[config.mk]
export PLATFORM = sky130hd
export DESIGN_NAME = pgp_port_g
export DESIGN_NICKNAME = d
export VERILOG_FILES = /design/src/rtl/pgp_pkg.sv /design/src/rtl/pgp_mux_if.sv /design/src/rtl/pgp_port_g.sv /design/src/rtl/pgp_pin_mux.sv
export VERILOG_INCLUDE_DIRS = /design/src /design/src/rtl
export SDC_FILE = /design/constraint.sdc
export NUM_CORES = 1
export LEC_CHECK = 0
export ABC_AREA = 1
export BUFFER_PORTS_ARGS = -buffer_cell sky130_fd_sc_hd__buf_4
export CORE_MARGIN = 5
export CORE_UTILIZATION = 40
export CTS_CLUSTER_SIZE = 24
export DETAILED_ROUTE_END_ITERATION = 6
export PLACE_DENSITY = 0.73
export SETUP_SLACK_MARGIN = 0.1
export SYNTH_ARGS = -nofsm -noshare
export SYNTH_HDL_FRONTEND = slang
export SYNTH_SLANG_ARGS = --single-unit
[constraint.sdc]
create_clock -name clk -period 1.25 [get_ports clk]
set_input_delay 0.125 -clock clk [delete_from_list [all_inputs] [get_ports clk]]
set_output_delay 0.125 -clock clk [all_outputs]
set_load 0.02 [all_outputs]
[src/rtl/pgp_map.svh]
`ifndef PGP_MAP_SVH
`define PGP_MAP_SVH
// register offsets on the plain register port
`define PGP_ADDR_DIR 4'h0
`define PGP_ADDR_ODATA 4'h1
`define PGP_ADDR_PINS 4'h2
`define PGP_ADDR_CTRL 4'h3
// control register field positions
`define PGP_CTRL_MODE_LSB 0
`define PGP_CTRL_MODE_MSB 2
`define PGP_CTRL_EXTERNAL_EXPANSION_ENABLE 3
`define PGP_CTRL_BRLE 4
`define PGP_CTRL_BRQOE 5
`define PGP_CTRL_CHIP_SELECT_SEVEN_ENABLE 6
`define PGP_CTRL_CSE_LSB 8
`define PGP_CTRL_CSE_MSB 11
// reset values
`define PGP_DIR_RST 7'h00
`define PGP_ODATA_RST 7'h00
`define PGP_CTRL_RST 12'h000
// operating mode codes
`define PGP_MODE_1 3'h1
`define PGP_MODE_2 3'h2
`define PGP_MODE_4 3'h4
`define PGP_MODE_7 3'h7
`endif

[src/rtl/pgp_pkg.sv]
package pgp_pkg;
    typedef logic [2:0] pgp_mode_t;
    typedef logic [6:0] pgp_pins_t;
    typedef enum logic [2:0] {
        PGP_GPIO = 3'h1,
        PGP_BUSCTL = 3'h2,
        PGP_CHIPSEL = 3'h4
    } pgp_fn_e;
endpackage

[src/rtl/pgp_mux_if.sv]
`timescale 1ns/100ps
`default_nettype none
interface pgp_mux_if;
    import pgp_pkg::*;
    pgp_pins_t dir;
    pgp_pins_t odata;
    logic [2:0] mode;
    logic external_expansion_enable;
    logic brle;
    logic brqoe;
    logic chip_select_seven_enable;
    logic [3:0] cse;
    logic backOut;
    logic brqOut;
    logic [4:0] csOut;
    pgp_pins_t pinOut;
    pgp_pins_t pinOe;
    pgp_pins_t gpioDrive;
    modport cfg (output dir, odata, mode, external_expansion_enable, brle, brqoe, chip_select_seven_enable, cse, backOut, brqOut,
        csOut, input pinOut, pinOe, gpioDrive);
    modport mux (input dir, odata, mode, external_expansion_enable, brle, brqoe, chip_select_seven_enable, cse, backOut, brqOut,
        csOut, output pinOut, pinOe, gpioDrive);
endinterface
`default_nettype wire

[src/rtl/pgp_port_g.sv]
// Notes on behaviour
// - seven two-way pins 0..6, general-purpose I/O unless claimed
// - each direction bit sets its pin: 1 output, 0 input
// - direction register is write-only; reads return undefined (zero here)
// - direction resets 0, bit 0 resets 1 in modes 1 and 2
// - output data bit 7 reads 0, writes ignored
// - output data bits 6..0 read/write, reset 0, drive GPIO outputs
// - pin-state read returns output data where direction is 1
// - pin-state read returns pin level where direction is 0
// - pin-state register read-only, bit 7 undefined
// - pins 6,5 carry bus request/acknowledge when bus controller enables
// - pin 4 bus request output has top priority
// - chip select 7 enable: pin 4 drives select if direction 1
// - without chip select 7 enable or bus request output pin 4 is plain GPIO
// - pins 3..0 drive chip selects when enabled and direction 1
// - mode 7 without expansion: all pins plain GPIO
`include "pgp_map.svh"
`timescale 1ns/100ps
`default_nettype none
module pgp_port_g
#(
    parameter int PINS = 7
)
(
    // clock and reset
    input wire logic clk,
    input wire logic rstn,
    // operating mode strap
    input wire pgp_pkg::pgp_mode_t opMode,
    // register port
    input wire logic [3:0] regAddr,
    input wire logic [7:0] regWdata,
    input wire logic regWr,
    input wire logic regRd,
    output logic [7:0] regRdata,
    // bus controller side
    input wire logic busAckIn,
    input wire logic busReqOutIn,
    input wire logic [4:0] chipSelIn,
    output logic busReqInOut,
    output logic busReqInValid,
    // pins
    input wire logic [PINS-1:0] pinIn,
    output logic [PINS-1:0] pinOut,
    output logic [PINS-1:0] pinOe
);
    import pgp_pkg::*;

    typedef struct packed {
        logic strapped;
        logic [PINS-1:0] dir;
        logic [PINS-1:0] odata;
        logic [11:0] ctrl;
        logic [7:0] rdata;
        logic [PINS-1:0] pinOut;
        logic [PINS-1:0] pinOe;
        logic busReq;
        logic busReqValid;
    } pgp_state_s;

    pgp_state_s st_r;
    pgp_state_s st_nxt;
    pgp_mux_if mx();
    logic [PINS-1:0] pinView;

    assign mx.dir = st_r.dir;
    assign mx.odata = st_r.odata;
    assign mx.mode = st_r.ctrl[`PGP_CTRL_MODE_MSB:`PGP_CTRL_MODE_LSB];
    assign mx.external_expansion_enable = st_r.ctrl[`PGP_CTRL_EXTERNAL_EXPANSION_ENABLE];
    assign mx.brle = st_r.ctrl[`PGP_CTRL_BRLE];
    assign mx.brqoe = st_r.ctrl[`PGP_CTRL_BRQOE];
    assign mx.chip_select_seven_enable = st_r.ctrl[`PGP_CTRL_CHIP_SELECT_SEVEN_ENABLE];
    assign mx.cse = st_r.ctrl[`PGP_CTRL_CSE_MSB:`PGP_CTRL_CSE_LSB];
    assign mx.backOut = busAckIn;
    assign mx.brqOut = busReqOutIn;
    assign mx.csOut = chipSelIn;

    pgp_pin_mux u_mux
    (
        .m(mx)
    );

    // per-bit pin-state view
    genvar g;
    generate
        for (g = 0; g < PINS; g++)
        begin : g_view
            assign pinView[g] = st_r.dir[g] ? st_r.odata[g] : pinIn[g];
        end
    endgenerate

    always_comb
    begin
        st_nxt = st_r;
        // catch the operating mode strap once after reset release
        if (!st_r.strapped)
        begin
            st_nxt.strapped = 1'b1;
            st_nxt.ctrl[`PGP_CTRL_MODE_MSB:`PGP_CTRL_MODE_LSB] = opMode;
            st_nxt.dir[0] = (opMode == `PGP_MODE_1) || (opMode == `PGP_MODE_2);
        end
        if (regWr)
        begin
            case (regAddr)
                `PGP_ADDR_DIR: st_nxt.dir = regWdata[PINS-1:0];
                `PGP_ADDR_ODATA: st_nxt.odata = regWdata[PINS-1:0];
                `PGP_ADDR_CTRL:
                begin
                    st_nxt.ctrl[`PGP_CTRL_CSE_MSB:`PGP_CTRL_EXTERNAL_EXPANSION_ENABLE] =
                        {regWdata[7:4], 1'b0, regWdata[3:0]};
                end
                default: st_nxt.ctrl = st_nxt.ctrl; // pin-state writes ignored
            endcase
        end
        st_nxt.rdata = 8'h00;
        if (regRd)
        begin
            case (regAddr)
                `PGP_ADDR_DIR: st_nxt.rdata = 8'h00;
                `PGP_ADDR_ODATA: st_nxt.rdata = {1'b0, st_r.odata};
                `PGP_ADDR_PINS: st_nxt.rdata = {1'b0, pinView};
                `PGP_ADDR_CTRL: st_nxt.rdata = {st_r.ctrl[`PGP_CTRL_CSE_MSB:`PGP_CTRL_CSE_LSB],
                    st_r.ctrl[`PGP_CTRL_CHIP_SELECT_SEVEN_ENABLE:`PGP_CTRL_EXTERNAL_EXPANSION_ENABLE]};
                default: st_nxt.rdata = 8'h00;
            endcase
        end
        st_nxt.pinOut = mx.pinOut;
        st_nxt.pinOe = mx.pinOe;
        st_nxt.busReq = pinIn[6];
        st_nxt.busReqValid = !mx.pinOe[6] && !mx.gpioDrive[6] && mx.brle &&
            ((mx.mode != `PGP_MODE_7) || mx.external_expansion_enable);
    end

    always_ff @(posedge clk or negedge rstn)
    begin
        if (!rstn)
        begin
            st_r.strapped <= 1'b0;
            st_r.dir <= `PGP_DIR_RST;
            st_r.odata <= `PGP_ODATA_RST;
            st_r.ctrl <= `PGP_CTRL_RST;
            st_r.rdata <= 8'h00;
            st_r.pinOut <= '0;
            st_r.pinOe <= '0;
            st_r.busReq <= 1'b0;
            st_r.busReqValid <= 1'b0;
        end
        else
        begin
            st_r <= st_nxt;
        end
    end

    assign regRdata = st_r.rdata;
    assign pinOut = st_r.pinOut;
    assign pinOe = st_r.pinOe;
    assign busReqInOut = st_r.busReq;
    assign busReqInValid = st_r.busReqValid;

    // odata bit 7 never exists, read returns zero in that lane
    property p_odata_bit7;
        @(posedge clk) disable iff (!rstn)
        (regRd && regAddr == `PGP_ADDR_ODATA) |=> (regRdata[7] == 1'b0);
    endproperty
    a_odata_bit7: assert property (p_odata_bit7)
        else $error("odata bit 7 not zero");

    property p_odata_wr;
        @(posedge clk) disable iff (!rstn)
        (regWr && regAddr == `PGP_ADDR_ODATA) |=> (st_r.odata == $past(regWdata[PINS-1:0]));
    endproperty
    a_odata_wr: assert property (p_odata_wr)
        else $error("odata write lost");

    property p_dir_wr;
        @(posedge clk) disable iff (!rstn)
        (regWr && regAddr == `PGP_ADDR_DIR) |=> (st_r.dir == $past(regWdata[PINS-1:0]));
    endproperty
    a_dir_wr: assert property (p_dir_wr)
        else $error("dir write lost");

    property p_dir_read;
        @(posedge clk) disable iff (!rstn)
        (regRd && regAddr == `PGP_ADDR_DIR) |=> (regRdata == 8'h00);
    endproperty
    a_dir_read: assert property (p_dir_read)
        else $error("dir read not blanked");

    property p_out_read;
        @(posedge clk) disable iff (!rstn)
        (regRd && regAddr == `PGP_ADDR_PINS && st_r.dir[1]) |=>
            (regRdata[1] == $past(st_r.odata[1]));
    endproperty
    a_out_read: assert property (p_out_read)
        else $error("output pin read wrong");

    property p_in_read;
        @(posedge clk) disable iff (!rstn)
        (regRd && regAddr == `PGP_ADDR_PINS && !st_r.dir[1]) |=> (regRdata[1] == $past(pinIn[1]));
    endproperty
    a_in_read: assert property (p_in_read)
        else $error("input pin read wrong");

    property p_pins_nowr;
        @(posedge clk) disable iff (!rstn)
        (regWr && regAddr == `PGP_ADDR_PINS) |=> $stable(st_r.odata) && $stable(st_r.dir);
    endproperty
    a_pins_nowr: assert property (p_pins_nowr)
        else $error("pin-state write had effect");

    property p_gpio_only;
        @(posedge clk) disable iff (!rstn)
        (st_r.strapped && mx.mode == `PGP_MODE_7 && !mx.external_expansion_enable) |=>
            (pinOe == $past(st_r.dir)) && ((pinOut & pinOe) == ($past(st_r.odata) & pinOe));
    endproperty
    a_gpio_only: assert property (p_gpio_only)
        else $error("bus function in single-chip mode");

    property p_brqo;
        @(posedge clk) disable iff (!rstn)
        (mx.brle && mx.brqoe && mx.mode != `PGP_MODE_7) |=>
            pinOe[4] && pinOut[4] == $past(busReqOutIn);
    endproperty
    a_brqo: assert property (p_brqo)
        else $error("bus request out not on pin 4");

    property p_back;
        @(posedge clk) disable iff (!rstn)
        (mx.brle && mx.mode != `PGP_MODE_7) |=> pinOe[5] && !pinOe[6];
    endproperty
    a_back: assert property (p_back)
        else $error("bus ack/request pins wrong");

    property p_cs;
        @(posedge clk) disable iff (!rstn)
        (mx.cse[0] && mx.mode != `PGP_MODE_7) |=>
            pinOe[0] == $past(st_r.dir[0]) && pinOut[0] == $past(chipSelIn[0]);
    endproperty
    a_cs: assert property (p_cs)
        else $error("chip select 0 not on pin 0");

    property p_cs7;
        @(posedge clk) disable iff (!rstn)
        (mx.chip_select_seven_enable && !mx.brqoe && mx.mode != `PGP_MODE_7) |=>
            pinOe[4] == $past(st_r.dir[4]) && pinOut[4] == $past(chipSelIn[4]);
    endproperty
    a_cs7: assert property (p_cs7)
        else $error("chip select 7 not on pin 4");

    property p_gpio4;
        @(posedge clk) disable iff (!rstn)
        (!mx.chip_select_seven_enable && !mx.brle) |=>
            pinOe[4] == $past(st_r.dir[4]) && pinOut[4] == $past(st_r.odata[4]);
    endproperty
    a_gpio4: assert property (p_gpio4)
        else $error("pin 4 gpio wrong");

    // the strap lands on the first clean edge and is sampled one edge later, so wait for it
    property p_strap;
        @(posedge clk) disable iff (!rstn)
        (!st_r.strapped ##1 st_r.strapped) |->
            st_r.dir[0] == ($past(opMode) == `PGP_MODE_1 || $past(opMode) == `PGP_MODE_2);
    endproperty
    a_strap: assert property (p_strap)
        else $error("dir bit 0 reset wrong");

    property p_dir_rst;
        @(posedge clk) disable iff (!rstn)
        !st_r.strapped |-> st_r.dir[PINS-1:1] == '0;
    endproperty
    a_dir_rst: assert property (p_dir_rst)
        else $error("dir upper bits not cleared at reset");

    property p_odata_rst;
        @(posedge clk) disable iff (!rstn)
        !st_r.strapped |-> st_r.odata == '0;
    endproperty
    a_odata_rst: assert property (p_odata_rst)
        else $error("odata not cleared at reset");

    property p_odata_hold;
        @(posedge clk) disable iff (!rstn)
        !(regWr && regAddr == `PGP_ADDR_ODATA) |=> $stable(st_r.odata);
    endproperty
    a_odata_hold: assert property (p_odata_hold)
        else $error("odata changed without a write");

    property p_dir_hold;
        @(posedge clk) disable iff (!rstn)
        (st_r.strapped && !(regWr && regAddr == `PGP_ADDR_DIR)) |=> $stable(st_r.dir);
    endproperty
    a_dir_hold: assert property (p_dir_hold)
        else $error("dir changed without a write");

    property p_bus_request_in_valid;
        @(posedge clk) disable iff (!rstn)
        st_r.strapped |=>
            busReqInValid == $past(mx.brle && ((mx.mode != `PGP_MODE_7) || mx.external_expansion_enable));
    endproperty
    a_bus_request_in_valid: assert property (p_bus_request_in_valid)
        else $error("bus request input flag wrong");

    property p_bus_request_in_level;
        @(posedge clk) disable iff (!rstn)
        st_r.strapped |=> busReqInOut == $past(pinIn[6]);
    endproperty
    a_bus_request_in_level: assert property (p_bus_request_in_level)
        else $error("bus request input level wrong");

    property p_back_level;
        @(posedge clk) disable iff (!rstn)
        (mx.brle && (mx.mode != `PGP_MODE_7 || mx.external_expansion_enable)) |=> pinOut[5] == $past(busAckIn);
    endproperty
    a_back_level: assert property (p_back_level)
        else $error("bus acknowledge level wrong");

    property p_gpio_all;
        @(posedge clk) disable iff (!rstn)
        (!mx.brle && !mx.chip_select_seven_enable && mx.cse == 4'h0) |=>
            pinOe == $past(st_r.dir) && (pinOut & pinOe) == ($past(st_r.odata) & pinOe);
    endproperty
    a_gpio_all: assert property (p_gpio_all)
        else $error("gpio drive wrong");

    property p_cs_in;
        @(posedge clk) disable iff (!rstn)
        (mx.cse[0] && !st_r.dir[0]) |=> !pinOe[0];
    endproperty
    a_cs_in: assert property (p_cs_in)
        else $error("chip select pin driven as input");

    property p_cs7_in;
        @(posedge clk) disable iff (!rstn)
        (mx.chip_select_seven_enable && !(mx.brle && mx.brqoe) && !st_r.dir[4]) |=> !pinOe[4];
    endproperty
    a_cs7_in: assert property (p_cs7_in)
        else $error("chip select 7 pin driven as input");

    property p_cs3;
        @(posedge clk) disable iff (!rstn)
        (mx.cse[3] && (mx.mode != `PGP_MODE_7 || mx.external_expansion_enable)) |=>
            pinOe[3] == $past(st_r.dir[3]) && pinOut[3] == $past(chipSelIn[3]);
    endproperty
    a_cs3: assert property (p_cs3)
        else $error("chip select 3 not on pin 3");

    property p_brqo_exp;
        @(posedge clk) disable iff (!rstn)
        (mx.mode == `PGP_MODE_7 && mx.external_expansion_enable && mx.brle && mx.brqoe) |=>
            pinOe[4] && pinOut[4] == $past(busReqOutIn);
    endproperty
    a_brqo_exp: assert property (p_brqo_exp)
        else $error("bus request out missing with expansion");

    property p_pins_bit7;
        @(posedge clk) disable iff (!rstn)
        (regRd && regAddr == `PGP_ADDR_PINS) |=> (regRdata[7] == 1'b0);
    endproperty
    a_pins_bit7: assert property (p_pins_bit7)
        else $error("pin-state bit 7 not zero");
endmodule
`default_nettype wire

[src/rtl/pgp_pin_mux.sv]
`include "pgp_map.svh"
`timescale 1ns/100ps
`default_nettype none
module pgp_pin_mux
(
    pgp_mux_if.mux m
);
    import pgp_pkg::*;
    logic busMode;
    logic brlOn;
    always_comb
    begin
        // bus functions exist in modes 1,2,4 and in mode 7 with expansion on
        busMode = (m.mode != `PGP_MODE_7) || m.external_expansion_enable;
        brlOn = busMode && m.brle;
    end
    always_comb
    begin
        m.pinOut = m.odata;
        m.pinOe = m.dir;
        m.gpioDrive = m.dir;
        if (brlOn)
        begin
            m.pinOe[6] = 1'b0;
            m.gpioDrive[6] = 1'b0;
            m.pinOut[5] = m.backOut;
            m.pinOe[5] = 1'b1;
            m.gpioDrive[5] = 1'b0;
        end
        if (brlOn && m.brqoe)
        begin
            m.pinOut[4] = m.brqOut;
            m.pinOe[4] = 1'b1;
            m.gpioDrive[4] = 1'b0;
        end
        else if (busMode && m.chip_select_seven_enable)
        begin
            m.pinOut[4] = m.csOut[4];
            m.gpioDrive[4] = 1'b0;
        end
        for (int i = 0; i < 4; i++)
        begin
            if (busMode && m.cse[i])
            begin
                m.pinOut[i] = m.csOut[i];
                m.gpioDrive[i] = 1'b0;
            end
        end
    end
endmodule
`default_nettype wire

==> results.sh <==
export IMPL_worstReg2RegStart="mx.external_expansion_enable"
export IMPL_detailed_place_area_mm2=0.00265
export IMPL_worstSetupStartpointType="flop"
export IMPL_use_met1_pct=18.6
export IMPL_max_cap_viols=0
export IMPL_nFillCells=559
export IMPL_timing_slew_headroom_pct=60.1
export IMPL_sinks_on_clock_net=50
export IMPL_hold_path_depth=3
export IMPL_place_ws_ns=0.125
export IMPL_chipHeight_um=85.9
export IMPL_ys_seq_elements=50
export IMPL_dominantRegCellSynth="sky130_fd_sc_hd__dfrtp_1"
export IMPL_layout_area_overhead_vs_synth_pct=22.2
export IMPL_syn_area_mm2=0.00230
export IMPL_use_met2_pct=21.5
export IMPL_postRouteWirelength_um=4690
export IMPL_num_io_pins=57
export IMPL_synth_seq_area_share_pct=54.3
export IMPL_setup_worst_path_end_class="flop"
export IMPL_report_final_hold_viol_count=0
export IMPL_finalHoldWorstSlack_ns=0.0391
export IMPL_die_area_mm2=0.00738
export IMPL_synth_top_area_share_pct=54.3
export IMPL_tightest_slew_ns=0.598
export IMPL_grt_start_max_net_pins=51
export IMPL_cellPowerDensity_mw_per_mm2=1460
export IMPL_yosys_warnings=0
export IMPL_final_net_count=344
export IMPL_vdd_ir_drop_max_mv=0.585
export IMPL_fmax_mhz=912
export IMPL_rsz0062_at_grt="yes"
export IMPL_busiest_layer="met2"
export IMPL_grt_util_met3_pct=3.46
export IMPL_clk_path_buf_depth=2
export IMPL_timing_setup_tns_ns=0
export IMPL_place_congestion=0.805
export IMPL_dr_first_iter_drc_count=103
export IMPL_fin_ws_ns=0.153
export IMPL_rows=27
export IMPL_antenna_found_initial=0
export IMPL_crit_path_required_time_ns=1.43
export IMPL_critical_path_startpoint="mx.external_expansion_enable"
export IMPL_synthTopCellsByArea="sky130_fd_sc_hd__dfrtp_1 (54%), sky130_fd_sc_hd__nand2_1 (10%), sky130_fd_sc_hd__buf_4 (7.2%)"
export IMPL_syn_inst=265
export IMPL_power_leakage_nw=1.51
export IMPL_clk_pin_slew_ns=0.08
export IMPL_setup_worst_path_class="reg2reg"
export IMPL_post_synth_num_cell_types=21
export IMPL_timing_critical_path_fanout_max=6
export IMPL_finalCriticalPeriod_ns=1.10
export IMPL_dominant_cell_by_count_in_the_synthesized_netlist="sky130_fd_sc_hd__nand2_1"
export IMPL_numCtsBuffers=5
export IMPL_effective_utilization_at_floorplan_pct=41.6
export IMPL_buffer_ports_inserted=56
export IMPL_critPathArrivalTime_ns=1.28
export IMPL_vias_in_the_first_global_route=1662
export IMPL_synth_net_count=298
export IMPL_r2r_cells=5
export IMPL_cts_htree_levels=2
export IMPL_detailedPlacementHpwl_um=3510
export IMPL_fin_area_mm2=0.00282
export IMPL_number_of_failing_setup_endpoints_in_the_final_timing_report=0
export IMPL_grt_pass1_wl_um=7910
export IMPL_root_buffer="sky130_fd_sc_hd__clkbuf_8"
export IMPL_route_detailed_wl_per_inst_um=12.2
export IMPL_clk_latency_ns=0.30
export IMPL_share_of_synthesized_flip_flops_with_an_asynchronous_set_or_reset_pct=100
export IMPL_globalRouteOverflowTotal=0
export IMPL_hold_path_startpoint="regRd"
export IMPL_final_min_period_over_clock_period_pct=87.7
export IMPL_tritoncts="done"
export IMPL_detailedRoute_firstPassIterationCount=4
export IMPL_drcViolationCount=0
export IMPL_number_of_slew_limit_violations_in_the_final_report=0
export IMPL_hold_path_class="in2reg"
export IMPL_vias=1724
export IMPL_synth_common_cells="sky130_fd_sc_hd__nand2_1 (64), sky130_fd_sc_hd__dfrtp_1 (50), sky130_fd_sc_hd__inv_1 (35), sky130_fd_sc_hd__nand3_1 (24)"
export IMPL_synthesis_area_per_instance_um2=8.70
export IMPL_detail_route_vias_per_cell=4.49
export IMPL_core_region_area_mm2=0.00554
export IMPL_gr_usage_all_layers_pct=13.6
export IMPL_drive_above_1_share_pct=30.1
export IMPL_floorplan_die_width_um=85.9
export IMPL_outcome="finished, final reports clean"
export IMPL_ant_nets=0
export IMPL_synth_edf_count=0
export IMPL_finClkSkew_ns=0.00994
export IMPL_diodes=0
export IMPL_yosysTopAreaCell="sky130_fd_sc_hd__dfrtp_1"
-- worst paths after layout --
path / to / slack, ns
setup reg to reg: pinOe[5] / 0.15
max in group asynchronous: mx.mode[1] / 0.47
hold / removal: regRdata[6] / 0.04
min in group asynchronous: mx.odata[6] / 0.38
hold reg to reg: pinOe[1] / 0.43
setup / recovery: pinOe[5] / 0.15
-- through the flow --
stage / utilization (%) / total power [mW] / cells
floorplan: - / 2.79 / 265
finish: 50.8 / 4.11 / 384
global placement: 47.8 / 3.06 / 371
CTS: 50.0 / 4.11 / 381
detailed placement: 47.8 / 3.08 / 371
global route: 50.8 / 4.36 / 384
-- registers in the layout (all words and copies together), names as in the netlist --
name,flops
busReqInValid,1
mx.odata,7
mx.brle,1
mx.chip_select_seven_enable,1
mx.brqoe,1
mx.mode,3
busReqInOut,1
st_r,1
pinOe,7
regRdata,8
pinOut,7
mx.external_expansion_enable,1
mx.dir,7
mx.cse,4
-- critical path, stage by stage (launching register included) --
cell	delay, ns
sky130_fd_sc_hd__dfrtp_1	0.40
sky130_fd_sc_hd__nor2_1	0.12
sky130_fd_sc_hd__nand2_2	0.08
sky130_fd_sc_hd__nand2_1	0.07
sky130_fd_sc_hd__inv_2	0.06
sky130_fd_sc_hd__or2_2	0.26
-- power breakdown --
group	internal [mW]	switching, mW	total, mW
sequential	1.91	0.188	2.09
combinational	0.449	0.544	0.994
clock	0.507	0.513	1.02
-- final cells by class --
cell class	count	area (um2)	area share, %
Clock buffer	7	96.3	3.42
Clock inverter	1	8.76	0.311
Inverter	35	131	4.66
Multi-Input combinational cell	154	742	26.3
Sequential cell	50	1250	44.4
Tap cell	72	90.1	3.20
Timing Repair Buffer	65	497	17.6
-- layout by cell type (no fill, tap or decap), drive strengths merged --
cell type,netlist,final
dlygate4sd3,0,2
a21oi,5,5
nand2,68,68
nor2,25,25
and2,1,1
o21ai,25,25
conb,1,1
inv,35,35
dfrtp,50,50
clkbuf,0,7
clkinv,0,1
nand3,24,24
and3,1,1
or2,1,1
buf,26,63
o21a,3,3
-- logic make-up (layout without fill, tap and decap cells) --
kind of cell	count (synthesis)	after routing	synth area share, %
AOI/OAI and AO/OA	33	33	8.47
buffers and inverters	61	108	14.3
DFF	50	50	54.3
other	1	1	0.163
and+or+nand+nor	120	120	22.8
-- metal layers --
layer / share of wire, % / wire, um
met5: 0 / 0
met4: 0.92 / 43
met3: 6.5 / 305
met2: 48 / 2230
met1: 45 / 2110
-- repair_timing --
action,CTS,global route
resized for setup,0,9
hold buffers,2,0
endpoints found under the setup margin,0,6
endpoints found under the hold margin,51,0
setup buffers,0,3
Power figures use the tool's default switching activity.
